<file path="config.mk">
export PLATFORM = sky130hd
export DESIGN_NAME = gsc_sense_cfg
export DESIGN_NICKNAME = d
export VERILOG_FILES = /design/src/gsc_pkg.sv /design/src/gsc_sense_cfg.sv
export SDC_FILE = /design/constraint.sdc
export NUM_CORES = 1
export LEC_CHECK = 0
export BUFFER_PORTS_ARGS = -buffer_cell sky130_fd_sc_hd__buf_2
export CORE_UTILIZATION = 54
export CTS_CLUSTER_DIAMETER = 150
export CTS_CLUSTER_SIZE = 16
export DETAILED_ROUTE_END_ITERATION = 16
export PLACE_DENSITY = 0.86
export SLEW_MARGIN = 20
export SYNTH_ARGS = -nofsm -noshare
export SYNTH_HDL_FRONTEND = slang
export SYNTH_SLANG_ARGS = --single-unit
</file>
<file path="constraint.sdc">
create_clock -name clk_i -period 7.45 [get_ports clk_i]
set_input_delay 1.49 -clock clk_i [delete_from_list [all_inputs] [get_ports clk_i]]
set_output_delay 1.49 -clock clk_i [all_outputs]
set_load 0.01 [all_outputs]
</file>
<file path="src/gsc_pkg.sv">
package gsc_pkg;
   // ****************************************
   // register indices (byte address = 4 x index)
   // ****************************************
   localparam logic [7:0] CH0_SETUP_A_IDX = 8'hA7;
   localparam logic [7:0] CH0_SETUP_B_IDX = 8'hA8;
   localparam logic [7:0] CH1_SETUP_A_IDX = 8'hB0;
   localparam logic [7:0] CH1_SETUP_B_IDX = 8'hB1;
   localparam logic [7:0] CH2_SETUP_A_IDX = 8'hB9;
   localparam logic [7:0] CH2_SETUP_B_IDX = 8'hBA;
   localparam logic [7:0] CH_STRIDE = 8'h09;
   localparam logic [7:0] STATUS_IDX = 8'hC0;
   localparam int NUM_CH = 3;
   localparam logic [15:0] SETUP_A_RST = 16'h0000;
   localparam logic [15:0] SETUP_B_RST = 16'h0000;
   // ****************************************
   // setup a, low byte
   // ****************************************
   localparam int A_CS_SIZE = 7;
   localparam int A_INACT_GND = 5;
   localparam int A_LINEAR = 4;
   localparam int A_TWO_SIDED = 3;
   localparam int A_FILT_OFF = 2;
   // high byte
   localparam int A_CCT_HI = 14;
   localparam int A_CCT_EN = 11;
   localparam int A_FREQ = 9;
   localparam int A_BAND = 8;
   // ****************************************
   // setup b
   // ****************************************
   localparam int B_LOAD_SIZE = 6;
   localparam int B_LOAD_EN = 5;
   localparam int B_MODE = 0;
   localparam int B_TXF = 12;
   localparam int B_INVERSE = 8;
   localparam int B_CCT_LO = 14;
   localparam logic [3:0] MODE_SELF = 4'h0;
   localparam logic [3:0] MODE_PROJ = 4'h1;
   // transmit pacing divider reload value
   localparam logic [2:0] TXDIV_1 = 3'h0;

   typedef struct packed {
      logic cap_large;
      logic inactive_ground;
      logic linearize;
      logic two_sided;
      logic filter_bypass;
      logic [3:0] charge_ext;
      logic [1:0] freq_code;
      logic narrow_band;
      logic [2:0] load_cap;
      logic self_mode;
      logic proj_mode;
      logic inverse_dir;
      logic [1:0] tx_code;
   } gsc_chcfg_t;
endpackage : gsc_pkg

</file>
<file path="src/gsc_sense_cfg.sv">
// Local design decision: the Wishbone register port.
`timescale 1ns/1ps
`default_nettype none
module gsc_sense_cfg (
   input wire logic clk_i,
   input wire logic rst_i,
   input wire logic [31:0] adr_i,
   input wire logic [31:0] dat_i,
   output logic [31:0] dat_o,
   input wire logic [3:0] sel_i,
   input wire logic we_i,
   input wire logic cyc_i,
   input wire logic stb_i,
   output logic ack_o,
   output logic err_o,
   input wire logic [2:0] tx_active_i,
   output logic [2:0] cap_large_o,
   output logic [2:0] inactive_ground_o,
   output logic [2:0] linearize_o,
   output logic [2:0] two_sided_o,
   output logic [2:0] fast_track_o,
   output logic [2:0] inverse_dir_o,
   output logic [2:0] filter_bypass_o,
   output logic [11:0] charge_ext_o,
   output logic [5:0] freq_code_o,
   output logic [2:0] narrow_band_o,
   output logic [5:0] load_code_o,
   output logic [2:0] load_en_o,
   output logic [2:0] self_mode_o,
   output logic [2:0] proj_mode_o,
   output logic [2:0] tx_strobe_o
);
   // ****************************************
   // registers
   // ****************************************
   localparam int NUM_CH = gsc_pkg::NUM_CH;

   logic [15:0] setup_a_r [NUM_CH];
   logic [15:0] setup_b_r [NUM_CH];
   logic [2:0] tx_cnt_r [NUM_CH];
   logic [7:0] idx;
   logic hit_a;
   logic hit_b;
   logic hit_st;
   logic [1:0] ch_sel;
   logic req;

   function automatic logic [15:0] merge16(input logic [15:0] old, input logic [31:0] d,
                                           input logic [3:0] s);
      merge16 = {s[1] ? d[15:8] : old[15:8], s[0] ? d[7:0] : old[7:0]};
   endfunction : merge16

   function automatic logic [2:0] tx_limit(input logic [1:0] code);
      tx_limit = 3'((4'h1 << code) - 4'h1);
   endfunction : tx_limit

   assign idx = adr_i[9:2];
   assign req = cyc_i && stb_i && !ack_o && !err_o;

   // stride decode shared by all channels
   always_comb begin
      hit_a = 1'b0;
      hit_b = 1'b0;
      hit_st = (idx == gsc_pkg::STATUS_IDX) && (adr_i[31:10] == 22'h0) && (adr_i[1:0] == 2'h0);
      ch_sel = 2'h0;
      for (int c = 0; c < NUM_CH; c++) begin
         if (adr_i[31:10] == 22'h0 && adr_i[1:0] == 2'h0) begin
            if (idx == 8'(gsc_pkg::CH0_SETUP_A_IDX + 8'(c) * gsc_pkg::CH_STRIDE)) begin
               hit_a = 1'b1;
               ch_sel = 2'(c);
            end
            if (idx == 8'(gsc_pkg::CH0_SETUP_B_IDX + 8'(c) * gsc_pkg::CH_STRIDE)) begin
               hit_b = 1'b1;
               ch_sel = 2'(c);
            end
         end
      end
   end

   // ****************************************
   // wishbone slave: one wait state, ack or err
   // ****************************************
   always_ff @(posedge clk_i) begin
      if (rst_i) begin
         ack_o <= 1'b0;
         err_o <= 1'b0;
      end else begin
         ack_o <= req && (hit_a || hit_b || (hit_st && !we_i));
         err_o <= req && !(hit_a || hit_b || (hit_st && !we_i));
      end
   end

   always_ff @(posedge clk_i) begin
      if (rst_i) begin
         dat_o <= 32'h0000_0000;
      end else if (req) begin
         if (hit_a) begin
            dat_o <= {16'h0000, setup_a_r[ch_sel]};
         end else if (hit_b) begin
            dat_o <= {16'h0000, setup_b_r[ch_sel]};
         end else if (hit_st) begin
            dat_o <= {29'h0, tx_active_i & ~(3'h0)};
         end else begin
            dat_o <= 32'h0000_0000;
         end
      end
   end

   always_ff @(posedge clk_i) begin
      if (rst_i) begin
         for (int c = 0; c < NUM_CH; c++) begin
            setup_a_r[c] <= gsc_pkg::SETUP_A_RST;
            setup_b_r[c] <= gsc_pkg::SETUP_B_RST;
         end
      end else if (req && we_i) begin
         if (hit_a) begin
            setup_a_r[ch_sel] <= merge16(setup_a_r[ch_sel], dat_i, sel_i);
         end
         if (hit_b) begin
            setup_b_r[ch_sel] <= merge16(setup_b_r[ch_sel], dat_i, sel_i);
         end
      end
   end

   // ****************************************
   // per-channel decode to sensing front end
   // ****************************************
   always_ff @(posedge clk_i) begin
      if (rst_i) begin
         cap_large_o <= 3'h0;
      end else begin
         for (int c = 0; c < NUM_CH; c++) begin
            cap_large_o[c] <= setup_a_r[c][gsc_pkg::A_CS_SIZE];
         end
      end
   end

   always_ff @(posedge clk_i) begin
      if (rst_i) begin
         inactive_ground_o <= 3'h0;
      end else begin
         for (int c = 0; c < NUM_CH; c++) begin
            inactive_ground_o[c] <= setup_a_r[c][gsc_pkg::A_INACT_GND];
         end
      end
   end

   always_ff @(posedge clk_i) begin
      if (rst_i) begin
         linearize_o <= 3'h0;
      end else begin
         for (int c = 0; c < NUM_CH; c++) begin
            linearize_o[c] <= setup_a_r[c][gsc_pkg::A_LINEAR];
         end
      end
   end

   always_ff @(posedge clk_i) begin
      if (rst_i) begin
         two_sided_o <= 3'h0;
      end else begin
         for (int c = 0; c < NUM_CH; c++) begin
            two_sided_o[c] <= setup_a_r[c][gsc_pkg::A_TWO_SIDED];
         end
      end
   end

   always_ff @(posedge clk_i) begin
      if (rst_i) begin
         fast_track_o <= 3'h0;
      end else begin
         for (int c = 0; c < NUM_CH; c++) begin
            fast_track_o[c] <= !setup_a_r[c][gsc_pkg::A_TWO_SIDED];
         end
      end
   end

   always_ff @(posedge clk_i) begin
      if (rst_i) begin
         inverse_dir_o <= 3'h0;
      end else begin
         for (int c = 0; c < NUM_CH; c++) begin
            // linearized counts move the other way; inverse flips it again
            inverse_dir_o[c] <= setup_b_r[c][gsc_pkg::B_INVERSE] ^
                                setup_a_r[c][gsc_pkg::A_LINEAR];
         end
      end
   end

   always_ff @(posedge clk_i) begin
      if (rst_i) begin
         filter_bypass_o <= 3'h0;
      end else begin
         for (int c = 0; c < NUM_CH; c++) begin
            filter_bypass_o[c] <= setup_a_r[c][gsc_pkg::A_FILT_OFF];
         end
      end
   end

   always_ff @(posedge clk_i) begin
      if (rst_i) begin
         charge_ext_o <= 12'h000;
      end else begin
         for (int c = 0; c < NUM_CH; c++) begin
            charge_ext_o[c*4 +: 4] <= setup_a_r[c][gsc_pkg::A_CCT_EN] ?
               {setup_a_r[c][gsc_pkg::A_CCT_HI +: 2],
                setup_b_r[c][gsc_pkg::B_CCT_LO +: 2]} : 4'h0;
         end
      end
   end

   always_ff @(posedge clk_i) begin
      if (rst_i) begin
         freq_code_o <= 6'h00;
      end else begin
         for (int c = 0; c < NUM_CH; c++) begin
            freq_code_o[c*2 +: 2] <= setup_a_r[c][gsc_pkg::A_FREQ +: 2];
         end
      end
   end

   always_ff @(posedge clk_i) begin
      if (rst_i) begin
         narrow_band_o <= 3'h0;
      end else begin
         for (int c = 0; c < NUM_CH; c++) begin
            narrow_band_o[c] <= setup_a_r[c][gsc_pkg::A_BAND];
         end
      end
   end

   always_ff @(posedge clk_i) begin
      if (rst_i) begin
         load_code_o <= 6'h00;
      end else begin
         for (int c = 0; c < NUM_CH; c++) begin
            load_code_o[c*2 +: 2] <= setup_b_r[c][gsc_pkg::B_LOAD_SIZE +: 2];
         end
      end
   end

   always_ff @(posedge clk_i) begin
      if (rst_i) begin
         load_en_o <= 3'h0;
      end else begin
         for (int c = 0; c < NUM_CH; c++) begin
            load_en_o[c] <= setup_b_r[c][gsc_pkg::B_LOAD_EN];
         end
      end
   end

   always_ff @(posedge clk_i) begin
      if (rst_i) begin
         self_mode_o <= 3'h0;
      end else begin
         for (int c = 0; c < NUM_CH; c++) begin
            self_mode_o[c] <= setup_b_r[c][gsc_pkg::B_MODE +: 4] == gsc_pkg::MODE_SELF;
         end
      end
   end

   always_ff @(posedge clk_i) begin
      if (rst_i) begin
         proj_mode_o <= 3'h0;
      end else begin
         for (int c = 0; c < NUM_CH; c++) begin
            proj_mode_o[c] <= setup_b_r[c][gsc_pkg::B_MODE +: 4] == gsc_pkg::MODE_PROJ;
         end
      end
   end

   // ****************************************
   // transmit pin switching enables
   // ****************************************
   always_ff @(posedge clk_i) begin
      if (rst_i) begin
         tx_strobe_o <= 3'h0;
         for (int c = 0; c < NUM_CH; c++) begin
            tx_cnt_r[c] <= gsc_pkg::TXDIV_1;
         end
      end else begin
         for (int c = 0; c < NUM_CH; c++) begin
            if (!tx_active_i[c]) begin
               tx_cnt_r[c] <= gsc_pkg::TXDIV_1;
               tx_strobe_o[c] <= 1'b0;
            end else if (tx_cnt_r[c] >= tx_limit(setup_b_r[c][gsc_pkg::B_TXF +: 2])) begin
               tx_cnt_r[c] <= gsc_pkg::TXDIV_1;
               tx_strobe_o[c] <= 1'b1;
            end else begin
               tx_cnt_r[c] <= tx_cnt_r[c] + 3'h1;
               tx_strobe_o[c] <= 1'b0;
            end
         end
      end
   end
endmodule : gsc_sense_cfg
`default_nettype wire

</file>
==> impl_metrics.tcl, run 1 <==
set metrics [dict create \
    status "finished, final reports clean" \
    cts_hold_buf 0 \
    wl_per_cell_um 19.2 \
    worst_pin_slew_ps 995 \
    maxSlewHeadroom 0.336 \
    fin_crit_sh 0.609 \
    io_pins 170 \
    htree_num_levels 4 \
    timing.critical_path.required_ps 7420 \
    vias_per_cell 5.83 \
    die_w_um 127 \
    numCtsBuffers 17 \
    leakagePower_nw 4.02 \
    final_core_util 0.641 \
    stdcell_area_um2 9780 \
    vdd_ir_drop_max_v 0.000187 \
    drtIter0Drc 832 \
    synth-main-ff-cell "edfxtp_1" \
    power.density_nw_per_um2 222 \
    grt_pass1_wl_mm 33.5 \
    place_area_um2 9210 \
    gp_congestion 0.848 \
    p_total_mw 2.18 \
    synth_seq_area_share 0.557 \
    cts_tree "done" \
    min_period_ps 4530 \
    num_antenna_cells 0 \
    grt_pass1_vias 6301 \
    rsz0062_at_grt "false" \
    io_buffers 135 \
    end_kind "flop" \
    start_util 0.554 \
    wirelength_mm 21.9 \
    cts_root_buf "clkbuf_16" \
    timing.critical_path.fanout_max 33 \
    synth_top_area_share 0.373 \
    hold_path_class "reg -> reg" \
    cts_sinks 183 \
    synthCells 799 \
    synth_area_leader_cell "edfxtp_1" \
    syn_area_per_cell_um2 10.6 \
    cp-start-kind "input port" \
    max_freq_mhz 221 \
    ant_nets 0 \
    clk_path_buf_depth 2 \
    drtPass1Iterations 8 \
    drive_gt1_frac 0.249 \
    antenna_found_initial 0 \
    fin_nets 1004 \
    path_common_cell "nand2_1" \
    cp_slowest_cell "nand2_1" \
    core_um2 15300 \
    dpl.hpwl_mm 13.9 \
    clock_latency_ps 440 \
    synth-seq-cells 183 \
    totalNegativeSetupSlack_ps 0 \
    netlist_area_um2 8460 \
    cp_cell_sequence "buf_2 -> and3b_1 -> buf_4 -> nand3b_2 -> or2_2 -> nor3b_2 -> nand2_1 -> nand2_1" \
    die_h_um 127 \
    postCtsSetupRepairBufs 0 \
    drv_slew 0 \
    synthTopCellsByCount "nor2_1, edfxtp_1, dfxtp_1" \
    dr_total_vias 6651 \
    grt_overflow 0 \
    ctsResizeCount 0 \
    synth.distinct_cells 51 \
    holdWs_ps 459 \
    critical_path_class "in -> reg" \
    grt_max_degree 53 \
    grt_use_total 0.276 \
    skew_ps 9.50 \
    setup_viol 0 \
    rows 45 \
    synth_edf_count 105 \
    worst_path_largest_cell_delay_ps 680 \
    yosysWarnings 0 \
    synthTopCellsByArea "edfxtp_1, dfxtp_1, nor2_1, nor2b_1, o31ai_2" \
    synth_most_common_cell "nor2_1" \
    cap_viol_max_count 0 \
    syn_to_final_growth_pct 15.7 \
    final-hold-violation-count 0 \
    r2r_slack_ps 4590 \
    dieArea_um2 16200 \
    clk_pin_slew_ps 60 \
    drcViolationCount 0 \
    synthArstFlopShare 0 \
    cp.arrival_ps 4510 \
]
-- worst max-delay path: cells and delay by family --
kind | cells | cell delay, ps
AND/OR/NAND/NOR | 6 | 2540
buffers and inverters | 2 | 450
-- layout by cell type, fill, tap and decap left out, drive strengths merged, types with 7 or more instances in the layout --
master  instances
a21boi         14
a21o            9
a21oi          25
a32o           26
and2           13
buf           142
clkbuf         23
clkinv          7
conb           25
dfxtp          78
edfxtp        105
ha             12
inv            17
nand2          35
nand2b         20
nand3          35
nor2          154
nor2b          70
nor4            9
o21ai          24
o221a          16
o31ai          27
xnor2           7
-- report_power, final --
part / leakage, nW / switching, mW / internal [mW]
Sequential: 1.72 / 0.0194 / 1.10
Combinational: 2.00 / 0.120 / 0.0684
Clock: 0.288 / 0.379 / 0.485
Total: 4.02 / 0.518 / 1.66
-- cells by family (layout without fill, tap and decap cells) --
| family | Yosys count | in the layout | synth area share |
|---|---|---|---|
| buffers and inverters | 82 | 189 | 0.0502 |
| AOI/OAI and AO/OA | 149 | 149 | 0.149 |
| adders and majority gates | 12 | 12 | 0.0178 |
| DFF | 183 | 183 | 0.557 |
| and+or+nand+nor | 362 | 362 | 0.215 |
| other | 2 | 25 | 0.000888 |
| xor gates and xnor gates | 9 | 9 | 0.00932 |
-- registers in the layout, indices dropped and copies added (netlist names), 3 cells and up --
signal and flops:
freq_code_o 6, fast_track_o 3, load_en_o 3, cap_large_o 3, setup_b_r 48, charge_ext_o 12, proj_mode_o 3, linearize_o 3
narrow_band_o 3, dat_o 16, setup_a_r 48, inverse_dir_o 3, two_sided_o 3, tx_cnt_r 9, inactive_ground_o 3, self_mode_o 3
load_code_o 6, tx_strobe_o 3, filter_bypass_o 3
-- worst paths after layout --
kind                                                 endpoint                     startpoint  cells past startpoint
worst max-delay path            setup_a_r[0][3]$_SDFFCE_PN0P_                       adr_i[8]                      8
worst min-delay path               fast_track_o[2]$_SDFF_PP0_  setup_a_r[2][3]$_SDFFCE_PN0P_                      1
worst max register to register  setup_a_r[1][5]$_SDFFCE_PN0P_               ack_o$_SDFF_PP0_                      6
worst min register to register     fast_track_o[2]$_SDFF_PP0_  setup_a_r[2][3]$_SDFFCE_PN0P_                      1
-- per-stage QoR --
step	setup slack, ps	cells
after floorplan	3760	822
after global placement	2590	1108
after detailed placement	2490	1108
after CTS	2930	1140
after global routing	2790	1140
final	2920	1140
-- area by class of cell --
class	count	area, um2
inverters	15	56.3
clock buffers	23	510
clock inverters	9	62.6
well taps	211	264
multi-input cells	557	3450
flip-flops and latches	183	4710
repair buffers	142	728
fillers	1185	5480
-- per-layer routing --
layer | routed length [um] | track usage
met1 | 8480 | 0.344
met3 | 2050 | 0.0653
met5 | 0 | 0
met4 | 914 | 0.140
met2 | 10400 | 0.452
Note: power is estimated with default switching activity, not from simulation.
==> run 2: changes to the inputs <==
--- a/config.mk
+++ b/config.mk
@@ -5,6 +5,7 @@
 export SDC_FILE = /design/constraint.sdc
 export NUM_CORES = 1
 export LEC_CHECK = 0
+export ABC_AREA = 1
 export BUFFER_PORTS_ARGS = -buffer_cell sky130_fd_sc_hd__buf_2
 export CORE_UTILIZATION = 54
 export CTS_CLUSTER_DIAMETER = 150
==> constraint.sdc (replaced) <==
create_clock -name clk_i -period 4.7 [get_ports clk_i]
set_input_delay 0.94 -clock clk_i [delete_from_list [all_inputs] [get_ports clk_i]]
set_output_delay 0.94 -clock clk_i [all_outputs]
set_load 0.01 [all_outputs]
==> run 2 against run 1 <==
Against the previous run:
- first-iteration DRC count down 16%
- non-clock buffer count up 8
- sequential share of layout area up 1.8 points
==> impl_metrics.tcl, run 2 <==
set metrics [dict create \
    status "finished, final reports clean" \
    synthArstFlopShare 0 \
    critical_path_class "in -> reg" \
    synthSimpleGateAreaFrac 0.267 \
    core_um2 14500 \
    cp.depth 10 \
    synth_edf_count 105 \
    io_pins 170 \
    setup_viol 0 \
    swShare 0.233 \
    grt_max_degree 68 \
    drtIter0Drc 699 \
    worst_path_largest_cell_delay_ps 670 \
    grt_overflow 0 \
    grt_pass1_vias 6268 \
    synth_most_common_cell "nor2_1" \
    pwr-share-comb 0.074 \
    syn_to_final_growth_pct 18.4 \
    synth-main-ff-cell "edfxtp_1" \
    start_util 0.551 \
    die_w_um 124 \
    r2r_end "setup_a_r[0][10]$_SDFFCE_PN0P_" \
    htree_num_levels 4 \
    place_inst 1206 \
    cts_root_buf "clkbuf_16" \
    grt_use_total 0.266 \
    clk_path_buf_depth 2 \
    whs_path_depth 1 \
    postCtsSetupRepairBufs 0 \
    synth_top_family_by_area "simple AND/OR/NAND/NOR gates" \
    synthMuxAreaShare 0 \
    num_antenna_cells 0 \
    stdcell_count 1238 \
    internal_power_mw 2.76 \
    cp_slowest_cell "nand2_1" \
    drv_slew 0 \
    cp_cell_sequence "buf_2 -> nor2_1 -> nand2_1 -> nor2_1 -> nand2_1 -> nor2_4 -> buf_4 -> o21ai_2 -> nand2_2 -> nand2_1" \
    grt_pass1_wl_mm 29.9 \
    timing.critical_path.required_ps 4670 \
    clkPwrFrac 0.427 \
    yosysWarnings 0 \
    skew_ps 9.35 \
    switchingPower_mw 0.838 \
    ctsResizeCount 0 \
    rows 44 \
    path_delay_family "simple AND/OR/NAND/NOR gates" \
    clock_latency_ps 440 \
    synth_top_area_share 0.395 \
    min_period_ps 3440 \
    synth_seq_area_share 0.591 \
    vias_per_cell 5.43 \
    cts_sinks 183 \
    cp.arrival_ps 3410 \
    power.density_nw_per_um2 381 \
    leakagePower_nw 4.43 \
    drcViolationCount 0 \
    synth-xor-area-share 0.00659 \
    dr_total_vias 6719 \
    antenna_found_initial 0 \
    wl_per_cell_um 15.8 \
    synth_fa_ha_area_frac 0.0188 \
    fin_crit_sh 0.733 \
    top_regs "setup_a_r (48), setup_b_r (48), dat_o (16)" \
    r2r_slack_ps 1990 \
    worst_pin_slew_ps 895 \
    timing.critical_path.fanout_max 67 \
    cts_tree "done" \
    fin_nets 1129 \
    critPathBufInv 2 \
    hold_path_class "reg -> reg" \
    rsz0062_at_grt "false" \
    cts_hold_buf 0 \
    ant_nets 0 \
    stdcell_area_um2 9440 \
    mostFrequentLayoutCells "nor2_1, buf_2, nand2_1, nand3_1, edfxtp_1" \
    syn_area_per_cell_um2 8.80 \
    seqPwrFrac 0.500 \
    die_h_um 124 \
    crit_end "setup_a_r[0][10]$_SDFFCE_PN0P_" \
    maxSlewHeadroom 0.402 \
    synthCells 906 \
    vdd_ir_drop_max_v 0.000306 \
    numCtsBuffers 17 \
    netlist_area_um2 7970 \
    totalNegativeSetupSlack_ps 0 \
    synth_area_leader_cell "edfxtp_1" \
    dieArea_um2 15300 \
    final_common_cell "nor2_1" \
    setup.worst_path.start "adr_i[25]" \
    end_kind "flop" \
    synthTopCellsByArea "edfxtp_1, dfxtp_1, nor2_1, nand3_1, nand2_1" \
    synth-seq-cells 183 \
    cp-start-kind "input port" \
    synth_compound_gate_area_share 0.0319 \
    r2r_start "ack_o$_SDFF_PP0_" \
    cap_viol_max_count 0 \
    drive_gt1_frac 0.188 \
    synth.distinct_cells 28 \
    max_freq_mhz 290 \
    n_fill_cell 1120 \
    path_common_cell "nand2_1" \
    place_area_um2 8800 \
    dpl.hpwl_mm 12.6 \
    final-hold-violation-count 0 \
    drtPass1Iterations 11 \
    gp_congestion 0.865 \
    wirelength_mm 19.5 \
    synthTopCellsByCount "nor2_1, nand2_1, nand3_1" \
    reg2regPathDepth 6 \
    clk_pin_slew_ps 60 \
    io_buffers 135 \
]
-- run 2: cell types whose count changed in the layout (fill, tap and decap cells not counted), sizes merged, moves of 27 or more --
cell | previous run | this run
nor2 | 154 | 215
nand3 | 35 | 122
inv | 17 | 110
nand2 | 35 | 136
o31ai | 27 | 0
nor2b | 70 | 0
-- run 2: final cells by class --
type,instances,area (um2),share of cell area
well taps,184,230,0.0244
clock buffers,17,425,0.0451
clock inverters,15,210,0.0223
flip-flops and latches,183,4710,0.500
inverters,102,383,0.0406
repair buffers,150,788,0.0835
multi-input cells,587,2690,0.285
-- run 2: per-stage QoR --
stage	total power, mW	hold slack [ps]	util	worst slack, ps
final	3.60	462	0.652	1260
after global routing	3.71	488	0.652	1100
after CTS	3.60	467	0.652	1290
after detailed placement	2.09	455	0.608	893
after global placement	2.08	459	0.608	946
after floorplan	1.99	436	-	1670
-- run 2: worst register-to-register path: cells and delay by family (launching register included) --
family           cells  cell delay (ps)
DFF                  1              310
and+or+nand+nor      6             2020
-- run 2: kinds of logic (layout without fill, tap and decap cells) --
| kind of cell | Yosys count | after routing |
|---|---|---|
| flops | 183 | 183 |
| other cells | 2 | 25 |
| compound gates | 45 | 45 |
| buf+inv | 159 | 284 |
| simple gates | 499 | 499 |
| fa+ha+maj | 12 | 12 |
| xor+xnor | 6 | 6 |
-- run 2: how the worst min path moves through the flow --
stage | start | to | slack [ps]
final | setup_a_r[0][3]$_SDFFCE_PN0P_ | fast_track_o[0]$_SDFF_PP0_ | 460
after global routing | setup_a_r[0][3]$_SDFFCE_PN0P_ | fast_track_o[0]$_SDFF_PP0_ | 490
after CTS | setup_a_r[0][3]$_SDFFCE_PN0P_ | fast_track_o[0]$_SDFF_PP0_ | 470
after detailed placement | setup_a_r[0][3]$_SDFFCE_PN0P_ | fast_track_o[0]$_SDFF_PP0_ | 460
after global placement | setup_a_r[0][3]$_SDFFCE_PN0P_ | fast_track_o[0]$_SDFF_PP0_ | 460
after floorplan | setup_a_r[0][3]$_SDFFCE_PN0P_ | fast_track_o[0]$_SDFF_PP0_ | 440
-- run 2: layer usage --
metal  GRT usage  wire (um)
met1       0.313       7270
met2       0.453       9530
met3      0.0604       2160
met4       0.139        558
met5           0          0
-- run 2: power by group through the flow --
stage / Combinational, mW / Sequential, mW / Clock [mW]
after floorplan: 0.150 / 1.84 / 0
after global placement: 0.252 / 1.83 / 0
after detailed placement: 0.259 / 1.83 / 0
after CTS: 0.264 / 1.80 / 1.54
after global routing: 0.298 / 1.81 / 1.61
final: 0.265 / 1.80 / 1.53
